**src/include/sadc_pkg.sv**
```systemverilog
package sadc_pkg;
  // apb byte offsets, one aligned word each
  localparam logic [5:0] OFF_CFGA_1 = 6'h00;
  localparam logic [5:0] OFF_CFGA_2 = 6'h04;
  localparam logic [5:0] OFF_CFGA_T = 6'h08;
  localparam logic [5:0] OFF_CFGB_1 = 6'h0C;
  localparam logic [5:0] OFF_CFGB_2 = 6'h10;
  localparam logic [5:0] OFF_CFGB_T = 6'h14;
  localparam logic [5:0] OFF_DATA_1 = 6'h18;
  localparam logic [5:0] OFF_DATA_2 = 6'h1C;
  localparam logic [5:0] OFF_DATA_T = 6'h20;
  localparam logic [5:0] OFF_CTRL = 6'h24;
  // register indices returned by the decoder
  localparam logic [3:0] IDX_CFGA = 4'h0;
  localparam logic [3:0] IDX_CFGB = 4'h3;
  localparam logic [3:0] IDX_DATA = 4'h6;
  localparam logic [3:0] IDX_CTRL = 4'h9;
  localparam logic [3:0] IDX_NONE = 4'hF;
  // channel codes
  localparam logic [1:0] CH_ONE = 2'h0;
  localparam logic [1:0] CH_TWO = 2'h1;
  localparam logic [1:0] CH_TEMP = 2'h2;
  // first config word fields
  localparam int RES_LSB = 0;
  localparam int GAIN_LSB = 3;
  localparam int REF_LSB = 8;
  localparam int OFFS_LSB = 10;
  // second config word fields
  localparam int BIAS_LSB = 0;
  localparam int DIV_LSB = 3;
  // control word fields
  localparam int SE_LSB = 3;
  // reference codes
  localparam logic [1:0] REF_SUPPLY = 2'h0;
  localparam logic [1:0] REF_EXT_X2 = 2'h1;
  localparam logic [1:0] REF_BANDGAP = 2'h2;
  // timing
  localparam logic [8:0] DIV_MIN_M1 = 9'h003;
  localparam logic [16:0] CONV_CLKS_BASE = 17'h00040;
  localparam logic [15:0] REG_RESET = 16'h0000;
  typedef enum logic [1:0]
  {
    SADC_IDLE = 2'b00,
    SADC_CONV = 2'b01,
    SADC_DONE = 2'b10
  } sadc_state_t;
endpackage

```
**src/verilog/sadc_seq.sv**
```systemverilog
// Contract
// - every result is delivered as a 16-bit two's-complement word
// - a control write with a start bit set begins a conversion
// - cpu clock and flash are halted while a conversion runs
// - completion clears all three start bits
// - completion latches the result into the converted channel's data register
// - after latch and clear, the cpu clock is enabled again
// - ten registers: six config, three data, one control
// - control word selects channel and optional single-ended input
// - single-ended inputs only via channel one or two, 4-bit select
// - some single-ended sources use a fixed reduced gain
// - 3-bit resolution field picks 9 to 16 bits; fewer bits finish sooner
// - converter clock is system clock divided by 4 to 512
// - conversion takes the resolution's converter clocks at that rate
// - channels one and two pick supply, twice external, or bandgap reference
// - temperature channel always uses the bandgap reference
// - coarse offset converter follows the converter reference
// - coarse offset also applies to the temperature channel
// - 3-bit bias field; higher bias lengthens conversion
`timescale 1ns/1ps
`default_nettype none
module sadc_seq
  import sadc_pkg::*;
#(
  parameter logic [15:0] FIXED_GAIN_SE = 16'hF000
)
(
  // system
  input wire logic CLK_I,
  input wire logic RST_I,
  // apb slave
  input wire logic PSEL_I,
  input wire logic PENABLE_I,
  input wire logic PWRITE_I,
  input wire logic [5:0] PADDR_I,
  input wire logic [31:0] PWDATA_I,
  input wire logic [3:0] PSTRB_I,
  output logic [31:0] PRDATA_O,
  output logic PREADY_O,
  output logic PSLVERR_O,
  // cpu and flash hold
  output logic CPU_CLK_EN_O,
  output logic FLASH_HOLD_O,
  // analog front end
  output logic ANA_RUN_O,
  output logic ANA_TICK_O,
  output logic [1:0] ANA_CHAN_O,
  output logic ANA_SE_EN_O,
  output logic [3:0] ANA_SE_SEL_O,
  output logic [4:0] ANA_GAIN_O,
  output logic ANA_FIXED_GAIN_O,
  output logic [1:0] ANA_REF_O,
  output logic [1:0] ANA_CO_REF_O,
  output logic [5:0] ANA_OFFSET_O,
  output logic [2:0] ANA_BIAS_O,
  input wire logic [15:0] ANA_RESULT_I
);

  // register index of an address, IDX_NONE when unmapped
  function automatic logic [3:0] reg_index(input logic [5:0] a);
    logic [3:0] r;
    r = IDX_NONE;
    case (a)
      OFF_CFGA_1: r = 4'h0;
      OFF_CFGA_2: r = 4'h1;
      OFF_CFGA_T: r = 4'h2;
      OFF_CFGB_1: r = 4'h3;
      OFF_CFGB_2: r = 4'h4;
      OFF_CFGB_T: r = 4'h5;
      OFF_DATA_1: r = 4'h6;
      OFF_DATA_2: r = 4'h7;
      OFF_DATA_T: r = 4'h8;
      OFF_CTRL: r = 4'h9;
      default: r = IDX_NONE;
    endcase
    return r;
  endfunction

  // keep the top 9+res bits, sign stays in bit 15
  function automatic logic [15:0] res_mask(input logic [2:0] res);
    return 16'hFFFF << (3'h7 - res);
  endfunction

  // converter reference; temperature always runs on the bandgap
  function automatic logic [1:0] conv_ref(input logic [1:0] ch, input logic [1:0] sel);
    return (ch == CH_TEMP) ? REF_BANDGAP : sel;
  endfunction

  logic [15:0] cfga_reg [3];
  logic [15:0] cfgb_reg [3];
  logic [15:0] data_reg [3];
  logic [15:0] ctrl_reg;
  sadc_state_t state_reg;
  logic [1:0] ch_reg;
  logic [8:0] div_reg;
  logic [8:0] div_cnt_reg;
  logic [16:0] tick_cnt_reg;
  logic [16:0] ticks_reg;
  logic tick;
  logic [3:0] idx;
  logic wr;
  logic wr_ok;
  logic start;
  logic [1:0] start_ch;
  logic [15:0] wdata;
  logic [15:0] cur_a;
  logic [15:0] cur_b;
  logic [8:0] div_raw;
  logic [2:0] res_cur;
  logic [15:0] result;

  // apb decode; zero-wait slave, so pready is always high
  assign idx = reg_index(PADDR_I);
  assign wr = PSEL_I && PENABLE_I && PWRITE_I;
  // writes are dropped while converting so the front end stays steady
  assign wr_ok = wr && (state_reg == SADC_IDLE);
  assign PREADY_O = 1'b1;
  assign PSLVERR_O = PSEL_I && PENABLE_I && (idx == IDX_NONE);

  // byte lanes 0 and 1 carry the 16-bit register
  assign wdata[7:0] = PSTRB_I[0] ? PWDATA_I[7:0] : 8'h00;
  assign wdata[15:8] = PSTRB_I[1] ? PWDATA_I[15:8] : 8'h00;

  // read mux, upper half reads zero
  always_comb
  begin
    PRDATA_O = 32'h0000_0000;
    if (idx < IDX_CFGB)
      PRDATA_O[15:0] = cfga_reg[idx[1:0]];
    else if (idx < IDX_DATA)
      PRDATA_O[15:0] = cfgb_reg[2'(idx - IDX_CFGB)];
    else if (idx < IDX_CTRL)
      PRDATA_O[15:0] = data_reg[2'(idx - IDX_DATA)];
    else if (idx == IDX_CTRL)
      PRDATA_O[15:0] = ctrl_reg;
  end

  // per-channel configuration words
  generate
    for (genvar g = 0; g < 3; g++)
    begin : g_cfg
      always_ff @(posedge CLK_I or posedge RST_I)
      begin
        if (RST_I)
        begin
          cfga_reg[g] <= REG_RESET;
          cfgb_reg[g] <= REG_RESET;
        end
        else if (wr_ok && idx == 4'(g) + IDX_CFGA)
        begin
          // strobe-less lanes keep their old value
          cfga_reg[g][7:0] <= PSTRB_I[0] ? wdata[7:0] : cfga_reg[g][7:0];
          cfga_reg[g][15:8] <= PSTRB_I[1] ? wdata[15:8] : cfga_reg[g][15:8];
        end
        else if (wr_ok && idx == 4'(g) + IDX_CFGB)
        begin
          cfgb_reg[g][7:0] <= PSTRB_I[0] ? wdata[7:0] : cfgb_reg[g][7:0];
          cfgb_reg[g][15:8] <= PSTRB_I[1] ? wdata[15:8] : cfgb_reg[g][15:8];
        end
      end
    end
  endgenerate

  // start request; several bits together resolve by priority
  assign start = wr_ok && idx == IDX_CTRL && PSTRB_I[0] && (|wdata[2:0]);
  assign start_ch = wdata[0] ? CH_ONE : (wdata[1] ? CH_TWO : CH_TEMP);

  // config of the channel being converted
  assign cur_a = cfga_reg[start ? start_ch : ch_reg];
  assign cur_b = cfgb_reg[start ? start_ch : ch_reg];
  assign res_cur = cur_a[RES_LSB +: 3];
  assign div_raw = cur_b[DIV_LSB +: 9];

  // control word; start bits live until completion
  always_ff @(posedge CLK_I or posedge RST_I)
  begin
    if (RST_I)
      ctrl_reg <= REG_RESET;
    else if (state_reg == SADC_DONE)
      ctrl_reg[2:0] <= 3'h0;
    else if (wr_ok && idx == IDX_CTRL)
    begin
      ctrl_reg[7:0] <= PSTRB_I[0] ? wdata[7:0] : ctrl_reg[7:0];
      ctrl_reg[15:8] <= PSTRB_I[1] ? wdata[15:8] : ctrl_reg[15:8];
    end
  end

  // sequencer
  always_ff @(posedge CLK_I or posedge RST_I)
  begin
    if (RST_I)
      state_reg <= SADC_IDLE;
    else
    begin
      case (state_reg)
        SADC_IDLE: if (start) state_reg <= SADC_CONV;
        SADC_CONV: if (tick && tick_cnt_reg == ticks_reg - 17'h1) state_reg <= SADC_DONE;
        SADC_DONE: state_reg <= SADC_IDLE;
        default: state_reg <= SADC_IDLE;
      endcase
    end
  end

  // channel, divisor and length caught at start
  always_ff @(posedge CLK_I or posedge RST_I)
  begin
    if (RST_I)
    begin
      ch_reg <= CH_ONE;
      div_reg <= DIV_MIN_M1;
      ticks_reg <= CONV_CLKS_BASE;
    end
    else if (start)
    begin
      ch_reg <= start_ch;
      // divisor field holds divisor-1, floored at 4
      div_reg <= (div_raw < DIV_MIN_M1) ? DIV_MIN_M1 : div_raw;
      // 9-bit needs base clocks, each extra bit doubles; higher bias stretches
      ticks_reg <= 17'((CONV_CLKS_BASE << res_cur) * (17'(cur_b[BIAS_LSB +: 3]) + 17'h1));
    end
  end

  // converter clock prescaler, runs only during a conversion
  // counting from zero at entry puts tick k at k times the divisor
  always_ff @(posedge CLK_I or posedge RST_I)
  begin
    if (RST_I)
      div_cnt_reg <= 9'h000;
    else if (state_reg != SADC_CONV || tick)
      div_cnt_reg <= 9'h000;
    else
      div_cnt_reg <= div_cnt_reg + 9'h001;
  end
  assign tick = (state_reg == SADC_CONV) && (div_cnt_reg == div_reg);

  // converter clocks spent in this conversion
  always_ff @(posedge CLK_I or posedge RST_I)
  begin
    if (RST_I)
      tick_cnt_reg <= 17'h0;
    else if (state_reg != SADC_CONV)
      tick_cnt_reg <= 17'h0;
    else if (tick)
      tick_cnt_reg <= tick_cnt_reg + 17'h1;
  end

  // result trimmed to resolution, always 16 bits wide
  // the analog word is taken as it stands in the done cycle
  assign result = ANA_RESULT_I & res_mask(cfga_reg[ch_reg][RES_LSB +: 3]);

  // data registers, written only by completion
  always_ff @(posedge CLK_I or posedge RST_I)
  begin
    if (RST_I)
    begin
      data_reg[0] <= REG_RESET;
      data_reg[1] <= REG_RESET;
      data_reg[2] <= REG_RESET;
    end
    else if (state_reg == SADC_DONE)
      data_reg[ch_reg] <= result;
  end

  // cpu runs only while idle; done returns to idle after latching
  assign CPU_CLK_EN_O = (state_reg == SADC_IDLE);
  assign FLASH_HOLD_O = (state_reg != SADC_IDLE);

  // front-end controls follow the active channel's settings
  always_ff @(posedge CLK_I or posedge RST_I)
  begin
    if (RST_I)
    begin
      ANA_RUN_O <= 1'b0;
      ANA_TICK_O <= 1'b0;
      ANA_CHAN_O <= CH_ONE;
      ANA_SE_EN_O <= 1'b0;
      ANA_SE_SEL_O <= 4'h0;
      ANA_GAIN_O <= 5'h00;
      ANA_FIXED_GAIN_O <= 1'b0;
      ANA_REF_O <= REF_SUPPLY;
      ANA_CO_REF_O <= REF_SUPPLY;
      ANA_OFFSET_O <= 6'h00;
      ANA_BIAS_O <= 3'h0;
    end
    else
    begin
      ANA_RUN_O <= (state_reg == SADC_CONV);
      ANA_TICK_O <= tick;
      ANA_CHAN_O <= ch_reg;
      // the temperature channel takes no single-ended source
      ANA_SE_EN_O <= (ch_reg != CH_TEMP) && (ctrl_reg[SE_LSB +: 4] != 4'h0);
      ANA_SE_SEL_O <= ctrl_reg[SE_LSB +: 4];
      ANA_GAIN_O <= cfga_reg[ch_reg][GAIN_LSB +: 5];
      // rail-near sources get the fixed low gain instead
      ANA_FIXED_GAIN_O <= (ch_reg != CH_TEMP) && FIXED_GAIN_SE[ctrl_reg[SE_LSB +: 4]];
      ANA_REF_O <= conv_ref(ch_reg, cfga_reg[ch_reg][REF_LSB +: 2]);
      // offset converter shares the reference to stay ratiometric
      ANA_CO_REF_O <= conv_ref(ch_reg, cfga_reg[ch_reg][REF_LSB +: 2]);
      ANA_OFFSET_O <= cfga_reg[ch_reg][OFFS_LSB +: 6];
      ANA_BIAS_O <= cfgb_reg[ch_reg][BIAS_LSB +: 3];
    end
  end
endmodule
`default_nettype wire

```
**config.mk**
```make
export PLATFORM = sky130hd
export DESIGN_NAME = sadc_seq
export DESIGN_NICKNAME = d
export VERILOG_FILES = /design/src/include/sadc_pkg.sv /design/src/verilog/sadc_seq.sv
export SDC_FILE = /design/constraint.sdc
export NUM_CORES = 1
export LEC_CHECK = 0
export BUFFER_PORTS_ARGS = -buffer_cell sky130_fd_sc_hd__buf_2
export CORE_MARGIN = 2
export CORE_UTILIZATION = 35
export DETAILED_ROUTE_END_ITERATION = 6
export SYNTH_ARGS = -nofsm -noshare
export SYNTH_HDL_FRONTEND = slang
export SYNTH_SLANG_ARGS = --single-unit
```
**constraint.sdc**
```tcl
create_clock -name CLK_I -period 10 [get_ports CLK_I]
set_input_delay 1.5 -clock CLK_I [delete_from_list [all_inputs] [get_ports CLK_I]]
set_output_delay 1.5 -clock CLK_I [all_outputs]
set_load 0.005 [all_outputs]
```
# Yosys cells after proc, flatten, opt, wreduce, memory -nomap -nowiden
# Memories as Yosys holds them, arrays and structs flattened.
# Cells that the tools add are included.
word_totals:
  regBits: 242
  mem_bits_ro: 16
  wordCells: 180
  memories: 1
  out_inout_bits: 64
  input_bits: 63
memory_table:
  columns: ["memory", "depth", "width", "read_ports", "rd_ports_with_merged_regs", "wr", "line", "source"]
  rows:
  - ["(name not given)", 16, 1, 1, 0, 0, "sadc_seq.sv:295", "ANA_FIXED_GAIN_O <= (ch_reg != CH_TEMP) && FIXED_GAIN_SE[ctrl_reg[SE_LSB +: 4]];"]
classes:
  n_addsub: 7
  magnitude_cmp: 11
  bitwise: 10
  n_eq_ne: 25
  shifts: 2
  mux: 45
  multipliers: 1
  n_reduce_logical: 44
ops:
  columns: ["operator", "count"]
  rows:
  - ["$bmux W16 S2", 7]
  - ["$mux W16", 13]
  - ["$bwmux W48", 1]
  - ["$pmux W4 S10", 1]
  - ["$mux W17", 2]
  - ["$demux W16 S2", 1]
  - ["$eq A6 B5 Y1 const B", 4]
  - ["$mux W12", 2]
  - ["$reduce_and A3 Y1", 8]
  - ["$mux W3", 7]
  - ["$logic_and A1 B1 Y1", 18]
  - ["$mux W9", 2]
  - ["$add A17 B1 Y17 const B", 1]
  - ["$eq A17 B17 Y1", 1]
  - ["$mul A17 B4 Y17", 1]
  - ["$shl A7 B3 Y17 const A", 1]
  - ["$sub A17 B1 Y17 const B", 1]
  - ["$and A16 B16 Y16", 1]
  - ["$reduce_and A2 Y1", 8]
  - ["$shl A16 B3 Y16 const A", 1]
  - ["$ge A3 B3 Y1 const B", 5]
  - ["$not A2 Y3", 5]
  - ["$eq A6 B4 Y1 const B", 2]
  - ["$eq A6 B6 Y1 const B", 2]
  - ["32 further kinds", 50]

# Logic depth before layout (Yosys ltp)
logic_depth:
  depth_word: 13
  depth_mapped: 33
  mapped_depth_nobuf: 28

# Worst setup path after synthesis
# OpenSTA, ideal clock, no wires.
synth_path:
  kind: "input -> register"
  from: "in PADDR_I[1]"
  to: "reg ticks_reg[16]"
  arrival_time_ns: 7.795
  required_time_ns: 9.864
  path_buffers: 5
  setup_ns: 0.136
  path_stages: 31
  slack_ns: 2.069
  path_cell_list: "or2_2 clkbuf_1 nor2_1 nand2_1 clkinv_1 clkbuf_1 clkbuf_1 ha_1 clkbuf_1 and3_1 nand4_4 o21a_1 o21ba_4 buf_12 a21oi_4 clkinv_4 ha_1 inv_1 or3_1 fa_1 fa_1 inv_1 fa_1 a21oi_1 nor2_1 nor3_1 o21ai_0 o211ai_1 xnor2_1 o31a_1 o31ai_1"
synth_between:
  elab_chain_cells: 13
  word_cells_on_any_way: 26
  cone_classes: "add/sub: 1; mul: 1; eq/ne: 10; shift: 1; mux: 8; bitwise: 1; reduce/logical: 4"
synth_rtl:
  columns: ["element", "line", "source"]
  rows:
  - ["from (decl)", "sadc_seq.sv:35", "input wire logic [5:0] PADDR_I,"]
  - ["$eq A6 B6 Y1, or another cell as far along", "sadc_seq.sv:63", "case (a)"]
  - ["$pmux W4 S10 (*)", "sadc_seq.sv:63", null]
  - ["$eq A4 B4 Y1 (*)", "sadc_seq.sv:165", "assign start = wr_ok && idx == IDX_CTRL && PSTRB_I[0] && (|wdata[2:0]);"]
  - ["$logic_and A1 B1 Y1 (*) (3 in a row)", "sadc_seq.sv:165", null]
  - ["$mux W2", null, null]
  - ["$not A2 Y3", "sadc_seq.sv:169, sadc_seq.sv:170", null]
  - ["$bmux W16 S2 (on tied branches)", "sadc_seq.sv:170, sadc_seq.sv:169", null]
  - ["$mux W12 or $mux W3 (tied branches) (2 in a row)", "sadc_seq.sv:170, sadc_seq.sv:169", null]
  - ["$add A3 B1 Y4 or $shl A7 B3 Y17 (tied branches)", "sadc_seq.sv:219", "ticks_reg <= 17'((CONV_CLKS_BASE << res_cur) * (17'(cur_b[BIAS_LSB +: 3]) + 17'h1));"]
  - ["$mul A17 B4 Y17", "sadc_seq.sv:219", null]
  - ["to (signal assigned)", "sadc_seq.sv:219", null]
  - ["to (decl)", "sadc_seq.sv:98", "logic [16:0] ticks_reg;"]
# Every way passes the cells marked *; elsewhere a longest branch is shown, timed or not. The select of a mux whose other input is x is not followed.
# A chain may end at the register's enable or synchronous reset.

# Final worst setup path
# Ends and elaborated chain as after synthesis.

==> out/qor.txt <==
Final Hold Fails: 0
Vias in the first global route: 9480
H-tree depth: 1
First-pass iteration count of the detailed router: 5
Clk sink count: 236
Tmin final: 7.67 ns
Dominant synthesized flop cell: dfrtp_1
Die outline area: 0.0380 sq mm
Peak supply drop: 119 uV
TritonCTS Buffers: 27
Number of fill cells in the layout: 3458
Drt drc: 0
DR vias/cell: 5.34
CP arrival: 8.07 ns
Largest cells by area after synthesis: dfrtp_1 (46%), mux2_2 (14%), mux2i_1 (4.1%)
Site Rows: 69
Clock tree buffer depth: 3
Hold Crit Depth: 0
Layout cells sized above 1: 25.8%
Setup CP Type: primary input to flop
RSZ-0062 raised after global routing: no
Fmax: 130 MHz
Initial antenna violation count: 3
Worst EP required: 10.40 ns
CTS Hold Buffers Added: 0
Total congestion overflow: 0
DIE HEIGHT: 195 um
Core Region: 0.0357 sq mm
Pins Over Slew Limit: 0
Global-route usage over all layers: 17.9%
Slowest cell delay on critical path: 0.57 ns
FF-to-FF End: ticks_reg[16]
CP max stage cell: xnor2_1
Lkg Pwr: 6.83 nW
CP Max Fanout: 21
FF+latch count, synth: 236
Unique cell type count in the Yosys netlist: 69
Reg2reg path depth: 22
Initial Util: 35.7%
Hold_ws: 0.478 ns
Number of flops mapped to enable cells by yosys: 0
Yosys warnings: 0
Iter 0 DRT Violations: 524
Synthesized instance count: 1200
Postcts setup bufs: 0
CTS Root Cell: clkbuf_16
Kind of end point of the critical path: flop
Worst Hold Class: flop to flop
R2r startpoint: state_reg[0]
CTS clk-pin slew, worst paths: 0.06 ns
Fin util: 40.3%
Per-cell routed wire length: 19.3 um
CTS tree: yes
Dpl hpwl: 22.7 mm
# setup viols final: 0
Commonest non-fill, non-tap cell in the layout: dfrtp_1
Fraction of registers with async set/reset: 100%
Fin crit share: 76.7%
Worst hold path startpoint: ctrl_reg[6]
Die width: 195 um
PortBufs: 91
Startpoint Class: primary input
Largest net degree at the start of global routing: 101
RD Place Congestion: 0.846
Worst-margin pin slew: 1.14 ns
Final setup TNS: 0 ns
Commonest non-fill, non-tap cells in the layout: dfrtp_1 (233), mux2_2 (160), nand2_1 (106)
Ports: 127
First-pass GRT wire length: 54.0 mm
Biggest area consumer among synthesized cells: dfrtp_1
R2R Setup Slk: 3.93 ns
Post-CTS sizing: 0
Hold EP: ANA_SE_SEL_O[3]
Clock Skews: 0.0308 ns
Mean Syn Cell Area: 10.6 sq um
Status: finished, final reports clean
Max_cap viols: 0
Cell area after synthesis: 0.0128 sq mm
Slew margin rel.: 24.1%
Seq/Total Area, Yosys: 46.3%
Share of the synthesized area in the top cell type: 45.7%
Fin nets: 1364
Area growth syn-to-layout: 12.9%
Worst-skew pair later-pin latency: 0.56 ns
Routed wire length: 33.8 mm
Antenna viol nets, final: 0
Total number of vias: 9346
Pwr Density: 147 mW/mm^2
==> report_power, final <==
part	leakage, nW	total [W]	internal (W)	switching, W
Sequential	3.07	0.00101	0.000980	0.0000272
Clock	0.420	0.000947	0.000545	0.000403
Combinational	3.34	0.000159	0.0000596	0.0000990
Total	6.83	0.00211	0.00158	0.000529
==> through the flow <==
stage               power [W]  cell area (sq um)  cells  setup slack, ns
global placement      0.00118              13600   1699             1.91
detailed placement    0.00119              13600   1699             1.81
floorplan             0.00113              12800   1215             2.03
finish                0.00211              14400   1749             2.33
CTS                   0.00214              14400   1748             2.36
global route          0.00220              14400   1749             1.72
==> cell usage after synthesis, types with 3 or more instances <==
library cell,n
o211ai_1,19
a2111oi_0,3
inv_1,32
and3_1,8
or2_2,4
nand2b_1,7
nand3_1,45
mux2_2,160
dfrtp_1,233
or3_1,10
xor2_1,28
buf_2,5
o21a_1,4
fa_1,12
and2_1,6
a22oi_1,18
nor3_1,14
buf_1,5
clkbuf_1,52
dfstp_2,3
nand2_1,106
o21bai_1,3
xnor2_1,25
a21oi_1,45
or2_1,3
nor2_1,85
o21ai_0,88
o2bb2ai_1,8
a221oi_1,14
ha_1,22
nand4_1,6
and4_1,4
buf_4,20
mux2i_1,52
nor2b_1,5
==> layer usage <==
layer  wire length (um)  vias to the layer above  global-route usage (%)
met2              15900                      248                    28.9
met3               1840                       62                    3.40
met4                959                        2                    5.40
met5                  7                        -                       0
met1              15100                     4677                    24.4
li1                   -                     4357                       -
==> how the worst max path moves through the flow <==
| stage | from | to | slack (ns) | cells past startpoint |
|---|---|---|---|---|
| floorplan | RST_I | ANA_BIAS_O[0] | 2.03 | 1 |
| global placement | PADDR_I[1] | ticks_reg[16] | 1.91 | 28 |
| detailed placement | PADDR_I[1] | ticks_reg[16] | 1.81 | 28 |
| CTS | PADDR_I[1] | ticks_reg[16] | 2.36 | 28 |
| global route | PADDR_I[1] | ticks_reg[16] | 1.72 | 28 |
| finish | PADDR_I[1] | ticks_reg[16] | 2.33 | 28 |
==> final cells by class <==
type,instances,area [sq um],area share [%]
multi-input combinational,860,6370,44.1
clock inverter,7,53.8,0.373
sequential,236,5910,41.0
inverter,35,144,0.998
tap,461,577,4.00
antenna,1,2.50,0.0174
clock buffer,42,792,5.49
timing repair buffer,107,576,3.99
==> critical path: cells and delay by family <==
family	cells	cell delay (ns)
and+or+nand+nor	11	2.58
buffers and inverters	4	0.41
xor gates and xnor gates	2	0.73
adders and majority gates	5	1.96
AOI/OAI and AO/OA	6	0.87
==> cells by family (layout without fill, tap and decap cells) <==
| family | after synthesis | after routing | share of synthesized area (%) |
|---|---|---|---|
| AOI/OAI and AO/OA | 224 | 224 | 11.4 |
| xor gates and xnor gates | 53 | 53 | 3.64 |
| adders and majority gates | 34 | 34 | 4.04 |
| buffers and inverters | 119 | 191 | 4.36 |
| DFF | 236 | 236 | 46.3 |
| muxes | 212 | 212 | 18.2 |
| other | 2 | 18 | 0.0588 |
| and+or+nand+nor | 320 | 320 | 12.1 |
Note: power is estimated with default switching activity, not from simulation.
